[config.mk]
export PLATFORM = sky130hd
export DESIGN_NAME = adc_fmt_top
export DESIGN_NICKNAME = d
export VERILOG_FILES = /design/src/verilog/adc_fmt_pkg.sv /design/src/verilog/adc_fmt_top.sv /design/src/verilog/adc_shift_port.sv /design/src/verilog/adc_sync2.sv
export VERILOG_INCLUDE_DIRS = /design/src /design/src/verilog
export SDC_FILE = /design/constraint.sdc
export NUM_CORES = 1
export LEC_CHECK = 0
export ABC_AREA = 1
export BUFFER_PORTS_ARGS = -buffer_cell sky130_fd_sc_hd__buf_2
export CAP_MARGIN = 5
export CORE_ASPECT_RATIO = 0.5
export CORE_MARGIN = 3
export CORE_UTILIZATION = 35
export DETAILED_ROUTE_END_ITERATION = 10
export GPL_ROUTABILITY_DRIVEN = 0
export GPL_TIMING_DRIVEN = 1
export MAX_ROUTING_LAYER = met4
export PLACE_DENSITY = 0.55
export SYNTH_ARGS = -nofsm -noshare
export SYNTH_HDL_FRONTEND = slang
export SYNTH_HIERARCHICAL = 1
export SYNTH_SLANG_ARGS = --single-unit
[constraint.sdc]
create_clock -name clk_sys_i -period 2.15 [get_ports clk_sys_i]
set_input_delay 0.3225 -clock clk_sys_i [delete_from_list [all_inputs] [get_ports clk_sys_i]]
set_output_delay 0.3225 -clock clk_sys_i [all_outputs]
set_load 0.01 [all_outputs]
[src/verilog/adc_fmt_regs.svh]
/*
 * Constants for the converter output formatter and serial readout port:
 * word width, pipeline depth, register offsets and reset values.
 * Assumes inclusion by bare name from the package and the design modules.
 */
`ifndef ADC_FMT_REGS_SVH
`define ADC_FMT_REGS_SVH

`define WORD_W            12
`define TOP_BIT           11
`define PIPE_STAGES       2
`define CONV_DIV_DEFAULT  100
`define REG_CTRL          12'h000
`define REG_STATUS        12'h004
`define REG_SAMPLE        12'h008
`define REG_RESULT        12'h00C
`define CTRL_TOP_INV_BIT  0
`define CTRL_LOW_INV_BIT  1
`define CTRL_RESET        32'h0000_0000

`endif

[src/verilog/adc_fmt_pkg.sv]
/*
 * Types shared by the converter output formatter files.
 * Assumes adc_fmt_regs.svh is on the include path.
 */
`include "adc_fmt_regs.svh"
package adc_fmt_pkg;
    typedef enum logic [1:0] {
        range_ok    = 2'b00,
        range_below = 2'b01,
        range_above = 2'b10
    } range_t;

    typedef struct packed {
        logic [`WORD_W-1:0] code;
        logic               below_range_flag;
        logic               above_range_flag;
    } conv_t;

    typedef struct packed {
        logic top_bit_invert;
        logic lower_bits_invert;
    } fmt_sel_t;
endpackage

[src/verilog/adc_fmt_top.sv]
/*
 * Digital output side of a twelve bit converter: range flags, output
 * format selection, conversion pipeline, sample window and serial port.
 * Assumes the analog front end delivers a raw code and a range verdict
 * each conversion; pins come from outside the clock domain.
 */
// The address map and the APB slave port are this design's own decisions.
// Operation
// - below-range flag low normally, high while input under bottom reference.
// - below range forces data to bottom full-scale code.
// - above-range flag low normally, high while input over top reference.
// - after load, serial output shows most significant bit first.
// - each serial clock rise advances serial output one bit.
// - load low copies the current word continuously, over serial clock.
// - shifting only happens while load is high.
// - sample window high while tracking, low while holding.
// - value at sample window fall is the one digitized.
// - analog input sampled on falling edge of conversion clock.
// - twelve data bits formatted by the two format selects.
// - both selects low gives straight binary.
// - top-bit invert select inverts bit 11.
// - lower-bits invert select inverts bits 0 to 10.
// - range flags unaffected by format selects.
// - new format takes effect at the next output register update.
// - format selects default low when undriven; here the pins have no pull-down, so an undriven pin is unknown.
// - new word each conversion, two and a half cycle latency.
`timescale 1ns/1ps
module adc_fmt_top
    import adc_fmt_pkg::*;
#(
    parameter int CONV_DIV = `CONV_DIV_DEFAULT
) (
    // clock and reset
    input  wire logic               clk_sys_i,
    input  wire logic               rst_i,
    // front end
    input  wire logic [`WORD_W-1:0] raw_code_i,
    input  wire range_t             range_i,
    // format pins
    input  wire logic               top_bit_invert_i,
    input  wire logic               lower_bits_invert_i,
    // serial port pins
    input  wire logic               shift_load_n_i,
    input  wire logic               serial_clk_i,
    output      logic               serial_bit_out_o,
    // status pins
    output      logic               below_range_flag_o,
    output      logic               above_range_flag_o,
    output      logic               sample_window_o,
    output      logic               conv_clk_o,
    output      logic [`WORD_W-1:0] conversion_word_o,
    // apb
    input  wire logic               psel,
    input  wire logic               penable,
    input  wire logic               pwrite,
    input  wire logic [11:0]        paddr,
    input  wire logic [31:0]        pwdata,
    output      logic [31:0]        prdata,
    output      logic               pready,
    output      logic               pslverr
);
    localparam int HALF = CONV_DIV / 2;

    function automatic logic [`WORD_W-1:0] fmt_code(input logic [`WORD_W-1:0] c,
                                                     input fmt_sel_t s);
        fmt_code = {c[`TOP_BIT] ^ s.top_bit_invert,
                    c[`TOP_BIT-1:0] ^ {`TOP_BIT{s.lower_bits_invert}}};
    endfunction

    // pin synchronisation
    logic [3:0] pins_s;
    adc_sync2 #(.W(4)) u_sync (
        .clk_sys_i (clk_sys_i),
        .async_i   ({top_bit_invert_i, lower_bits_invert_i, shift_load_n_i, serial_clk_i}),
        .sync_o    (pins_s)
    );

    logic [31:0] ctrl;
    fmt_sel_t    sel;
    // an undriven pin is not pulled low; each select ORs the synchronised pin with its ctrl bit
    assign sel.top_bit_invert    = pins_s[3] | ctrl[`CTRL_TOP_INV_BIT];
    assign sel.lower_bits_invert = pins_s[2] | ctrl[`CTRL_LOW_INV_BIT];

    // conversion clock: enable pulses at rise and fall
    logic [15:0] div_cnt;
    logic        rise_en;
    logic        fall_en;
    always_ff @(posedge clk_sys_i) begin
        if (rst_i || div_cnt == 16'(CONV_DIV - 1)) div_cnt <= 16'h0000;
        else div_cnt <= div_cnt + 16'h0001;
    end
    assign rise_en = (div_cnt == 16'h0000);
    assign fall_en = (div_cnt == 16'(HALF));

    always_ff @(posedge clk_sys_i) begin
        if (rst_i) conv_clk_o <= 1'b0;
        else if (rise_en) conv_clk_o <= 1'b1;
        else if (fall_en) conv_clk_o <= 1'b0;
    end

    // track while clock high, hold from the falling edge
    always_ff @(posedge clk_sys_i) begin
        if (rst_i) sample_window_o <= 1'b0;
        else if (rise_en) sample_window_o <= 1'b1;
        else if (fall_en) sample_window_o <= 1'b0;
    end

    // pipeline: capture at fall, two stages at falls, output latch at rise
    conv_t smp;
    conv_t pipe [`PIPE_STAGES];
    always_ff @(posedge clk_sys_i) begin
        if (rst_i) begin
            smp <= '0;
            for (int i = 0; i < `PIPE_STAGES; i++) pipe[i] <= '0;
        end else if (fall_en) begin
            smp.code             <= (range_i == range_below) ? '0 :
                                    (range_i == range_above) ? '1 : raw_code_i;
            smp.below_range_flag <= (range_i == range_below);
            smp.above_range_flag <= (range_i == range_above);
            pipe[0]              <= smp;
            pipe[1]              <= pipe[0];
        end
    end

    // output latch, format applied when it is enabled
    always_ff @(posedge clk_sys_i) begin
        if (rst_i) begin
            conversion_word_o  <= '0;
            below_range_flag_o <= 1'b0;
            above_range_flag_o <= 1'b0;
        end else if (rise_en) begin
            conversion_word_o  <= fmt_code(pipe[1].code, sel);
            below_range_flag_o <= pipe[1].below_range_flag;
            above_range_flag_o <= pipe[1].above_range_flag;
        end
    end

    // serial clock edge detect on synchronised level
    logic sclk_d;
    always_ff @(posedge clk_sys_i) begin
        if (rst_i) sclk_d <= 1'b0;
        else sclk_d <= pins_s[0];
    end

    adc_shift_port #(.W(`WORD_W)) u_shift (
        .clk_sys_i        (clk_sys_i),
        .rst_i            (rst_i),
        .load_n_i         (pins_s[1]),
        .sclk_rise_i      (pins_s[0] & ~sclk_d),
        .word_i           (conversion_word_o),
        .serial_bit_out_o (serial_bit_out_o)
    );

    // apb slave, zero wait states
    logic wr_hit;
    assign pready  = 1'b1;
    assign pslverr = 1'b0;
    assign wr_hit  = psel && penable && pwrite && paddr == `REG_CTRL;

    always_ff @(posedge clk_sys_i) begin
        if (rst_i) ctrl <= `CTRL_RESET;
        else if (wr_hit) ctrl <= {30'h0000_0000, pwdata[1:0]};
    end

    always_ff @(posedge clk_sys_i) begin
        if (rst_i) begin
            prdata <= 32'h0000_0000;
        end else if (psel && !penable && !pwrite) begin
            case (paddr)
                `REG_CTRL:   prdata <= ctrl;
                `REG_STATUS: prdata <= {26'h000_0000, sel.lower_bits_invert, sel.top_bit_invert,
                                        sample_window_o, conv_clk_o,
                                        above_range_flag_o, below_range_flag_o};
                `REG_SAMPLE: prdata <= {20'h0_0000, pipe[1].code};
                `REG_RESULT: prdata <= {20'h0_0000, conversion_word_o};
                default:     prdata <= 32'h0000_0000;
            endcase
        end
    end
endmodule // adc_fmt_top

[src/verilog/adc_shift_port.sv]
/*
 * Serial readout shift register: level load, shift on serial clock rise.
 * Assumes shift_load_n and serial clock are already synchronised.
 */
`timescale 1ns/1ps
module adc_shift_port
    import adc_fmt_pkg::*;
#(
    parameter int W = `WORD_W
) (
    // clock and reset
    input  wire logic         clk_sys_i,
    input  wire logic         rst_i,
    // control
    input  wire logic         load_n_i,
    input  wire logic         sclk_rise_i,
    input  wire logic [W-1:0] word_i,
    // serial out
    output      logic         serial_bit_out_o
);
    logic [W-1:0] shreg;

    always_ff @(posedge clk_sys_i) begin
        if (rst_i) begin
            shreg <= '0;
        end else if (!load_n_i) begin
            shreg <= word_i;
        end else if (sclk_rise_i) begin
            shreg <= {shreg[W-2:0], 1'b0};
        end
    end

    assign serial_bit_out_o = shreg[W-1];
endmodule // adc_shift_port

[src/verilog/adc_sync2.sv]
/*
 * Two flip-flop synchroniser for pin-level inputs.
 * Assumes the input is asynchronous to clk_sys_i.
 */
`timescale 1ns/1ps
module adc_sync2 #(
    parameter int W = 1
) (
    // clock
    input  wire logic         clk_sys_i,
    // data
    input  wire logic [W-1:0] async_i,
    output      logic [W-1:0] sync_o
);
    logic [W-1:0] meta;

    always_ff @(posedge clk_sys_i) begin
        meta   <= async_i;
        sync_o <= meta;
    end
endmodule // adc_sync2
# ---- Word-level counts from Yosys, hierarchy flattened
# Memories as Yosys holds them, arrays and structs flattened.
# Cells that the tools add are included.
dict set report totals {
  regBits 100
  ram_bits 28
  in_bits 67
  elab_cells 57
  memories 1
}
dict set report classes {
  n_addsub 1
  n_eq_ne 8
  muxes 14
  bitwise 8
  n_reduce_logical 11
}
# memory depth width read_ports rd_ports_with_merged_regs write_ports line
set mem_list {}
lappend mem_list {pipe 2 14 2 0 2 adc_fmt_top.sv:110} ;# conv_t pipe [`PIPE_STAGES];
# op n
set op_table {}
lappend op_table {{12-bit two-way mux} 4}
lappend op_table {{12-bit one-hot mux with 4 select lines} 1}
lappend op_table {{14-bit two-way mux} 2}
lappend op_table {{12-bit by 4-bit equality test with 1-bit output (second input constant)} 2}
lappend op_table {{16-bit by 1-bit adder with 16-bit output (second input constant)} 1}
lappend op_table {{16-bit by 6-bit equality test with 1-bit output (second input constant)} 1}
lappend op_table {{16-bit by 7-bit equality test with 1-bit output (second input constant)} 1}
lappend op_table {{16-bit zero test} 1}
lappend op_table {{12-bit by 3-bit equality test with 1-bit output (second input constant)} 1}
lappend op_table {{12-bit zero test} 1}
lappend op_table {{11-bit XOR} 1}
lappend op_table {{1-bit two-way mux} 7}
lappend op_table {{1-bit logical AND} 5}
lappend op_table {{1-bit OR} 4}
lappend op_table {{2-bit by 1-bit equality test with 1-bit output (second input constant)} 1}
lappend op_table {{2-bit equality test (second input constant)} 1}
lappend op_table {{1-bit zero test} 2}
lappend op_table {{2-bit by 1-bit inequality test with 1-bit output (second input constant)} 1}
lappend op_table {{2-bit nonzero test} 1}
lappend op_table {{1-bit bitwise AND} 1}
lappend op_table {{1-bit logical OR} 1}
lappend op_table {{1-bit NOT} 1}
lappend op_table {{1-bit XOR} 1}

# ---- Depth between registers and ports, before layout
# Gate-level depths: netlist of the first run.
dict set report logic_depth {
  word_depth 5
  ltp_mapped 11
  mapped_depth_nobuf 10
}

# ---- By module
# Netlist of the first run, hierarchy kept.
# mod n_inst cells_per_inst area_each_um2
set modules_own_cells {}
lappend modules_own_cells {adc_fmt_top 1 507 4122.7}
lappend modules_own_cells {adc_shift_port 1 91 595.6}
lappend modules_own_cells {adc_sync2 1 8 160.2}

# ---- Worst setup path after synthesis of the first run
# Ideal clock, no wire load.
dict set report synth_timing {
  kind {flip-flop to flip-flop}
  startpoint {register div_cnt[3]}
  endpoint {register smp[10] in the netlist's numbering}
  setup_time_ns 0.123
  t_arrival_ns 2.005
  path_slack_ns 0.022
  path_stages_with_launch 12
  path_buffers 1
  period_less_slack_ns 2.128
  cell_sequence {dfxtp_1 > nor2_1 > nand2_1 > nor2_2 > nand2_1 > nor2_2 > nand2_2 > nand2_1 > inv_1 > buf_2 > nand2_1 > nand3_1}
}
dict set report synth_via {
  elab_chain_len 1
}
# element line
set synth_lines {}
lappend synth_lines {{from (decl)} adc_fmt_top.sv:85} ;# logic [15:0] div_cnt;
lappend synth_lines {{from (signal assigned)} adc_fmt_top.sv:90} ;# else div_cnt <= div_cnt + 16'h0001;
lappend synth_lines {{16-bit by 6-bit equality test with 1-bit output} adc_fmt_top.sv:93} ;# assign fall_en = (div_cnt == 16'(HALF));
lappend synth_lines {{to (decl)} adc_fmt_top.sv:109} ;# conv_t smp;
# Every way passes these cells.
# A chain may end at the register's enable or synchronous reset.

# ---- Final worst setup path of the first run
# Same ends and word-level chain as after synthesis.

==> reports/metrics.cfg, run 1 <==
[outcome]
status = completed

[setup_path]
end_kind = flip-flop
rrSetupSlack_ns = 0.38
crit_buf_inv = 2
critPathMaxStageDelay_ns = 0.34
worst_setup_path_start_kind = flip-flop
cp.depth = 11
cp.arrival_ns = 1.97
critPathTopFamily = simple AND/OR/NAND/NOR gates
rr_worst_depth = 11
setup.worst_path.end = smp[10]
cp_max_fo = 13
critPathLaunch = div_cnt[3]
r2r_end = smp[10]
crit_chain = nor2_1 > nand2_1 > nor2_2 > nand2_1 > nor2_2 > nand2_2 > nand2_1 > buf_4 > inv_1 > nand2_1 > nand3_1
worstPathRequired_ns = 2.35
r2r_start = div_cnt[3]
cpMaxStageDelayCell = dfxtp_1
critical_path_class = reg2reg
cpMostUsedCell = nand2_1

[sta]
slew_headroom = 0.631
period_share = 0.822
fmax_mhz = 566
setup_viol = 0
hold_viol_final = 0
rsz0062_at_grt = no
worst_slew_pin_slew_ns = 0.552
skew_ns = 0.00916
tns_ns = 0
min_period_ns = 1.77
slew_viol_final = 0

[floorplanning]
die_x_um = 173
placementRows = 29
die_height_um = 89.5
pin_count = 118
start_util = 0.371
die-area_um2 = 15500
coreArea_um2 = 13100

[flow_run]
max_cap_viol_count = 0

[cells_and_area]
areaGrowthSynthToFinish_pct = 15.7
design_area_um2 = 5640
nets = 739
antenna_cells = 0
layout-drive-gt1-share = 0.163

[clocking]
post_cts_buffers = 0
clk_latency_ns = 0.35
cts_root_buf = clkbuf_16
postCtsResizedCells = 0
cts_buffer_depth = 2
clk_pin_slew_worst_paths_ns = 0.07
numCtsBuffers = 9
hold_buffers = 0
htreeDepth = 3
cts_tree = built
cts_sinks = 108

[synthesis]
synthesis.area_um2 = 4880
synth_top_cells_by_count = nand2_1, inv_1, nand3_1
async_flop_share = 0
yosys_warnings = 6
synthFlopType = dfxtp_1
synth.largest_area_cell = dfxtp_1
synth_top_area_frac = 0.328
synth.avg_cell_area_um2 = 8.05
synth_edf_count = 28
ys_seq_area_frac = 0.501
ys_ff_latch = 108
synthMostInstantiatedCell = nand2_1
synth_area_leaders = dfxtp_1, edfxtp_1, nand3_1, nand2_1, inv_1
syn_inst = 606
synth_cell_types = 31

[global_routing]
grt_max_degree = 30
grt.overflow.total = 0
grt_pass1_vias = 3464
antenna_found_initial = 0
grt.total_usage = 0.136
grt_pass1_wl_um = 16300

[pwr]
power_uw = 4350
leakagePower_uw = 0.00243
ir_worst_vdd_v = 0.000435
power.density_nw_per_um2 = 771

[routing]
wl_um = 9760
route.antenna.remaining_nets = 0
viasPerCell = 4.37
drc = 0
dr.pass1.iters = 4
drt-initial-drc-count = 208
wl_per_cell_um = 11.4
via_count = 3759

[place]
io_buffers = 65
postPlaceCellArea_um2 = 5330
hpwl_um = 7050

[min_path]
hold_path_class = in2reg

sequential cells by signal, indices dropped and copies added (netlist names):
signal	flops
sclk_d	1
sample_window_o	1
below_range_flag_o	1
smp	14
u_sync/meta	4
conversion_word_o	12
div_cnt	16
pipe	28
ctrl	2
u_shift/shreg	12
u_sync/sync_o	4
above_range_flag_o	1
prdata	12
stage by stage:
stage	instances	setup WS [ns]	utilization	hold slack [ns]
5_1_grt	860	0.0844	0.430	0.0569
6_report	860	0.382	0.430	0.0751
3_5_place_dp	844	0.358	0.406	0.315
2_1_floorplan	626	0.0217	-	0.310
3_3_place_gp	844	0.397	0.406	0.311
4_1_cts	860	0.331	0.430	0.0596
cell families after synthesis:
logic type / Yosys count / synth area share
compound gates: 73 / 0.0767
xor+xnor: 14 / 0.0251
fa+ha+maj: 3 / 0.00770
buf+inv: 138 / 0.134
flops: 108 / 0.501
other cells: 2 / 0.00154
simple gates: 268 / 0.255
per-layer routing:
metal,vias to the layer above,part of all wire,track usage,wire length (um)
met3,5,0.050,0.0416,486
met5,-,0,-,0
li1,2002,-,-,-
met2,65,0.47,0.229,4590
met4,0,0.0065,0.0382,63
met1,1687,0.47,0.160,4630
how the worst min path moves through the flow:
stage | end | depth (start not counted) | startpoint | slack [ns]
after floorplan | u_sync/sync_o[0] | 0 | u_sync/meta[0] | 0.31
after global placement | u_sync/sync_o[0] | 0 | u_sync/meta[0] | 0.31
after detailed placement | u_sync/sync_o[1] | 0 | u_sync/meta[1] | 0.32
after CTS | u_sync/meta[0] | 1 | serial_clk_i | 0.06
after global routing | u_sync/meta[0] | 1 | serial_clk_i | 0.06
final | u_sync/meta[3] | 1 | top_bit_invert_i | 0.08
final cells by class:
cell class / instances / area, um^2
Clock inverter: 5 / 83.8
Tap cell: 186 / 233
Inverter: 92 / 345
Multi-Input combinational cell: 380 / 1860
Clock buffer: 11 / 233
Fill cell: 1329 / 7490
Timing Repair Buffer: 78 / 448
Sequential cell: 108 / 2440
power breakdown:
group,total (uW),switching [uW],internal [uW]
clock,1770,735,1030
combinational,356,226,130
sequential,2230,68.2,2160
total,4350,1030,3320
cells in the final DEF, fill, tap and decap left out, drive strengths merged:
cell type / instances
a21oi: 38
and3b: 1
buf: 78
bufinv: 2
clkbuf: 11
clkinv: 1
conb: 22
dfxtp: 80
edfxtp: 28
ha: 3
inv: 94
nand2: 101
nand3: 85
nand3b: 3
nand4: 2
nor2: 68
nor3: 4
nor3b: 3
nor4: 1
o211ai: 1
o21a: 2
o21ai: 31
o22ai: 1
xnor2: 3
xor2: 11
Power figures use the tool's default switching activity.
==> run 2, diff against run 1 <==
--- a/config.mk
+++ b/config.mk
@@ -6,7 +6,7 @@
 export SDC_FILE = /design/constraint.sdc
 export NUM_CORES = 1
 export LEC_CHECK = 0
-export ABC_AREA = 1
+export ABC_AREA = 0
 export BUFFER_PORTS_ARGS = -buffer_cell sky130_fd_sc_hd__buf_2
 export CAP_MARGIN = 5
 export CORE_ASPECT_RATIO = 0.5
@@ -16,7 +16,7 @@
 export GPL_ROUTABILITY_DRIVEN = 0
 export GPL_TIMING_DRIVEN = 1
 export MAX_ROUTING_LAYER = met4
-export PLACE_DENSITY = 0.55
+export PLACE_DENSITY = 0.56
 export SYNTH_ARGS = -nofsm -noshare
 export SYNTH_HDL_FRONTEND = slang
 export SYNTH_HIERARCHICAL = 1
==> constraint.sdc (replaced) <==
create_clock -name clk_sys_i -period 1.6 [get_ports clk_sys_i]
set_input_delay 0.24 -clock clk_sys_i [delete_from_list [all_inputs] [get_ports clk_sys_i]]
set_output_delay 0.24 -clock clk_sys_i [all_outputs]
set_load 0.01 [all_outputs]
==> reports/metrics.cfg, run 2 <==
[setup_path]
end_kind = flip-flop
critPathMaxStageDelay_ns = 0.35
critPathTopFamily = buffers and inverters
crit_chain = inv_2 > ha_4 > and4b_1 > a41oi_2 > clkinvlp_4 > buf_12
cp.arrival_ns = 1.68
worstPathRequired_ns = 1.71
cpMaxStageDelayCell = dfxtp_2
worst_setup_path_start_kind = flip-flop
rr_worst_depth = 6
cp_max_fo = 17
critical_path_class = reg2reg
crit_buf_inv = 3
cp.depth = 6

[clocking]
cts_root_buf = clkbuf_16
numCtsBuffers = 9
post_cts_buffers = 0
cts_tree = built
clk_pin_slew_worst_paths_ns = 0.07
clk_latency_ns = 0.34
cts_sinks = 108
htreeDepth = 3
cts_buffer_depth = 2

[synthesis]
ys_seq_area_frac = 0.526
synth_top_cells_by_count = dfxtp_1, nor2_1, nand2_1
async_flop_share = 0
synthMostInstantiatedCell = dfxtp_1
synth_cell_types = 48
synth.avg_cell_area_um2 = 10.3
synth_top_area_frac = 0.345
synth.largest_area_cell = dfxtp_1
synth_edf_count = 28
synthFlopType = dfxtp_1
ys_ff_latch = 108
yosys_warnings = 6
synthesis.area_um2 = 4640
syn_inst = 450
synth_area_leaders = dfxtp_1, edfxtp_1, mux2i_1, nor2_1, and2_1

[routing]
routed.top_layer = met4
wl_um = 9790
dr.pass1.iters = 4
wl_met3_um = 450
route.antenna.remaining_nets = 0
via_count = 3267
wl_per_cell_um = 13.7
viasPerCell = 4.56
met2_length_um = 4040
wirelength_met1_um = 5220
drt-initial-drc-count = 152
drc = 0

[global_routing]
grt.overflow.total = 0
grt_max_degree = 30
grt_pass1_wl_um = 16200
antenna_found_initial = 0
grt_pass1_vias = 3123
grt.total_usage = 0.142

[floorplanning]
die-area_um2 = 14800
placementRows = 29
pin_count = 118
die_x_um = 169
start_util = 0.362
coreArea_um2 = 12800
die_height_um = 87.4

[sta]
setup_viol = 0
min_period_ns = 1.57
slew_viol_final = 0
hold_viol_final = 0
period_share = 0.982
skew_ns = 0.00795
slew_headroom = 0.413
worst_slew_pin_slew_ns = 0.879
fmax_mhz = 636
rsz0062_at_grt = yes

[pwr]
power.density_nw_per_um2 = 991
ir_worst_vdd_v = 0.000545
leakagePower_uw = 0.00231
power_uw = 5660

[cells_and_area]
areaGrowthSynthToFinish_pct = 23.0
design_area_um2 = 5710
antenna_cells = 0
regArea_um2 = 2460
final_cell_mix = dfxtp_1, buf_2, nor2_1, nand2_1, buf_4
stdcell_count = 716
reg_top3 = pipe x28, div_cnt x16, smp x14
multi_input_area_um2 = 2010
num-fill-cells = 1238
final_common_cell = dfxtp_1
regMostFlops = pipe
largest_reg_flops = 28
nets = 611
layout-drive-gt1-share = 0.286

[min_path]
hold_path_class = in2reg
hold_path_depth = 3

[place]
postPlaceCellArea_um2 = 5350
dp.cells = 696
hpwl_um = 7180
io_buffers = 65

[flow_run]
max_cap_viol_count = 0

[outcome]
status = completed

## run 2: power breakdown
group	total (uW)	switching [uW]	internal, uW
logic	595	314	281
registers	2980	83.3	2890
clock network	2090	985	1100
total	5660	1380	4280
## run 2: cells by family (layout without fill, tap and decap cells)
group	after synthesis	in the layout	synth area share
simple gates	159	159	0.181
flops	108	108	0.526
compound gates	59	59	0.0765
buf+inv	55	131	0.0674
mux	39	39	0.0919
xor+xnor	25	25	0.0472
fa+ha+maj	3	3	0.00809
other cells	2	22	0.00162
## run 2: path summary, 6_finish.rpt
check | start | endpoint | slack (ns)
max | div_cnt[0] | pipe[0][5] | 0.03
min | pwdata[0] | ctrl[0] | 0.15
max reg2reg | div_cnt[0] | pipe[0][5] | 0.03
min reg2reg | u_sync/meta[2] | u_sync/sync_o[2] | 0.33
## run 2: final cells by class
class                   instances  area share
well taps                     170      0.0372
inverters                       9     0.00657
repair buffers                106       0.124
clock inverters                 5     0.00635
clock buffers                  11      0.0425
multi-input cells             307       0.353
flip-flops and latches        108       0.431
## run 2: worst min-delay path, delay by kind of cell
kind,cells,cell delay (ns)
buf+inv,1,0.09
mux,1,0.06
simple gates,1,0.07
## run 2: what timing repair did
| item | CTS | global route |
|---|---|---|
| endpoints found under the hold margin | 4 | 0 |
| gates resized for setup | 6 | 14 |
| hold buffers | 4 | 0 |
| setup endpoints to repair | 46 | 100 |
| pin swaps | 1 | 1 |
## run 2: metal layers
layer / vias to the layer above / track usage
li1: 1690 / -
met2: 76 / 0.205
met1: 1494 / 0.199
met3: 7 / 0.0326
met5: - / -
met4: 0 / 0.0386
## run 2: through the flow
step,TNS [ns],hold WS (ns),worst slack [ns],util
6_report,0,0.151,0.0284,0.446
5_1_grt,-2.80,0.158,-0.0756,0.446
4_1_cts,-0.0429,0.136,-0.00446,0.443
3_5_place_dp,-1.37,0.319,-0.101,0.418
3_3_place_gp,-1.44,0.312,-0.109,0.418
2_1_floorplan,-10.47,0.268,-0.372,-
==> run 3, diff against run 2 <==
--- a/config.mk
+++ b/config.mk
@@ -6,7 +6,7 @@
 export SDC_FILE = /design/constraint.sdc
 export NUM_CORES = 1
 export LEC_CHECK = 0
-export ABC_AREA = 0
+export ABC_AREA = 1
 export BUFFER_PORTS_ARGS = -buffer_cell sky130_fd_sc_hd__buf_2
 export CAP_MARGIN = 5
 export CORE_ASPECT_RATIO = 0.5
@@ -16,7 +16,7 @@
 export GPL_ROUTABILITY_DRIVEN = 0
 export GPL_TIMING_DRIVEN = 1
 export MAX_ROUTING_LAYER = met4
-export PLACE_DENSITY = 0.56
+export PLACE_DENSITY = 0.55
 export SYNTH_ARGS = -nofsm -noshare
 export SYNTH_HDL_FRONTEND = slang
 export SYNTH_HIERARCHICAL = 1
==> reports/metrics.cfg, run 3 (synthesis gave the netlist of run 1 again) <==
[place]
io_buffers = 65
postPlaceCellArea_um2 = 5520
hpwl_um = 7470
dp.cells = 864

[cells_and_area]
design_area_um2 = 5920
reg_top3 = pipe x28, div_cnt x16, smp x14
regMostFlops = pipe
multi_input_area_um2 = 1910
final_common_cell = nand2_1
stdcell_count = 888
regArea_um2 = 2440
final_cell_mix = nand2_1, inv_1, nand3_1, dfxtp_1, buf_2
layout-drive-gt1-share = 0.213
areaGrowthSynthToFinish_pct = 21.3
num-fill-cells = 1344
largest_reg_flops = 28
nets = 766

[outcome]
status = completed

[min_path]
hold_path_class = in2reg
hold_path_depth = 3

[routing]
wl_met3_um = 482
met2_length_um = 4770
wirelength_met1_um = 5230
wl_um = 10500
route.antenna.remaining_nets = 0
dr.pass1.iters = 4
viasPerCell = 4.39
wl_per_cell_um = 11.9
routed.top_layer = met4
drc = 0
via_count = 3899
drt-initial-drc-count = 247

[clocking]
cts_tree = built
clk_pin_slew_worst_paths_ns = 0.07
cts_buffer_depth = 2
numCtsBuffers = 9
clk_latency_ns = 0.35
cts_sinks = 108
cts_root_buf = clkbuf_16
htreeDepth = 3

[sta]
hold_viol_final = 0
setup_viol = 0
skew_ns = 0.00891
min_period_ns = 1.51
fmax_mhz = 662
period_share = 0.943
whs_ns = 0.118
tns_ns = 0
slew_viol_final = 0

[setup_path]
cp_max_fo = 18
critical_path_class = reg2reg
cp.arrival_ns = 1.61
end_kind = flip-flop
rr_worst_depth = 9
worstPathRequired_ns = 1.70
worst_setup_path_start_kind = flip-flop

[global_routing]
grt_pass1_vias = 3653
antenna_found_initial = 1
grt_max_degree = 27
grt.total_usage = 0.142
grt_pass1_wl_um = 17200
grt.overflow.total = 0

[floorplanning]
die-area_um2 = 15500
coreArea_um2 = 13100
die_height_um = 89.5
pin_count = 118
die_x_um = 173
start_util = 0.371
placementRows = 29

[pwr]
power.density_nw_per_um2 = 969
ir_worst_vdd_v = 0.000583
leakagePower_uw = 0.00257
power_uw = 5730

[flow_run]
max_cap_viol_count = 0

## run 3: worst max-delay path, stage by stage, from the launching register on
cell     delay [ns]
dfxtp_1        0.31
buf_4          0.14
ha_1           0.17
nand2_1        0.08
nor2_2         0.04
nand2_2        0.13
nor2_4         0.06
inv_2          0.10
buf_12         0.17
nor2_1         0.06
## run 3: power by group
part / switching (uW) / leakage, uW / internal, uW
Clock: 979 / 0.000148 / 1220
Combinational: 330 / 0.00148 / 212
Sequential: 86.1 / 0.000943 / 2910
## run 3: path summary, 6_finish.rpt
kind,start,endpoint,slack [ns]
max,div_cnt[1],pipe[0][12],0.09
min,raw_code_i[11],smp[13],0.12
max reg2reg,div_cnt[1],pipe[0][12],0.09
min reg2reg,u_sync/meta[0],u_sync/sync_o[0],0.33
## run 3: per-stage QoR
step            util  worst slack [ns]
2_1_floorplan      -            0.0486
3_3_place_gp   0.420           -0.0177
3_5_place_dp   0.420           -0.0297
4_1_cts        0.445           0.00439
5_1_grt        0.450         -0.000892
6_report       0.450            0.0904
## run 3: layout make-up
class	count	area share
antenna	1	0.000423
clock buffer	10	0.0387
clock inverter	6	0.0102
inverter	92	0.0590
multi-input combinational	380	0.323
sequential	108	0.413
tap	186	0.0393
timing repair buffer	104	0.115
timing repair inverter	1	0.00127
## run 3: per-layer routing
metal  GRT usage  vias up
met4      0.0331        0
met1       0.175     1754
met5           -        -
met2       0.235       68
li1            -     2070
met3      0.0416        7
## run 3: what timing repair did
| action | CTS | global route |
|---|---|---|
| endpoints found under the setup margin | 0 | 34 |
| setup buffers | 0 | 1 |
| hold buffers | 4 | 0 |
| resized for setup | 0 | 16 |
| endpoints found under the hold margin | 4 | 0 |
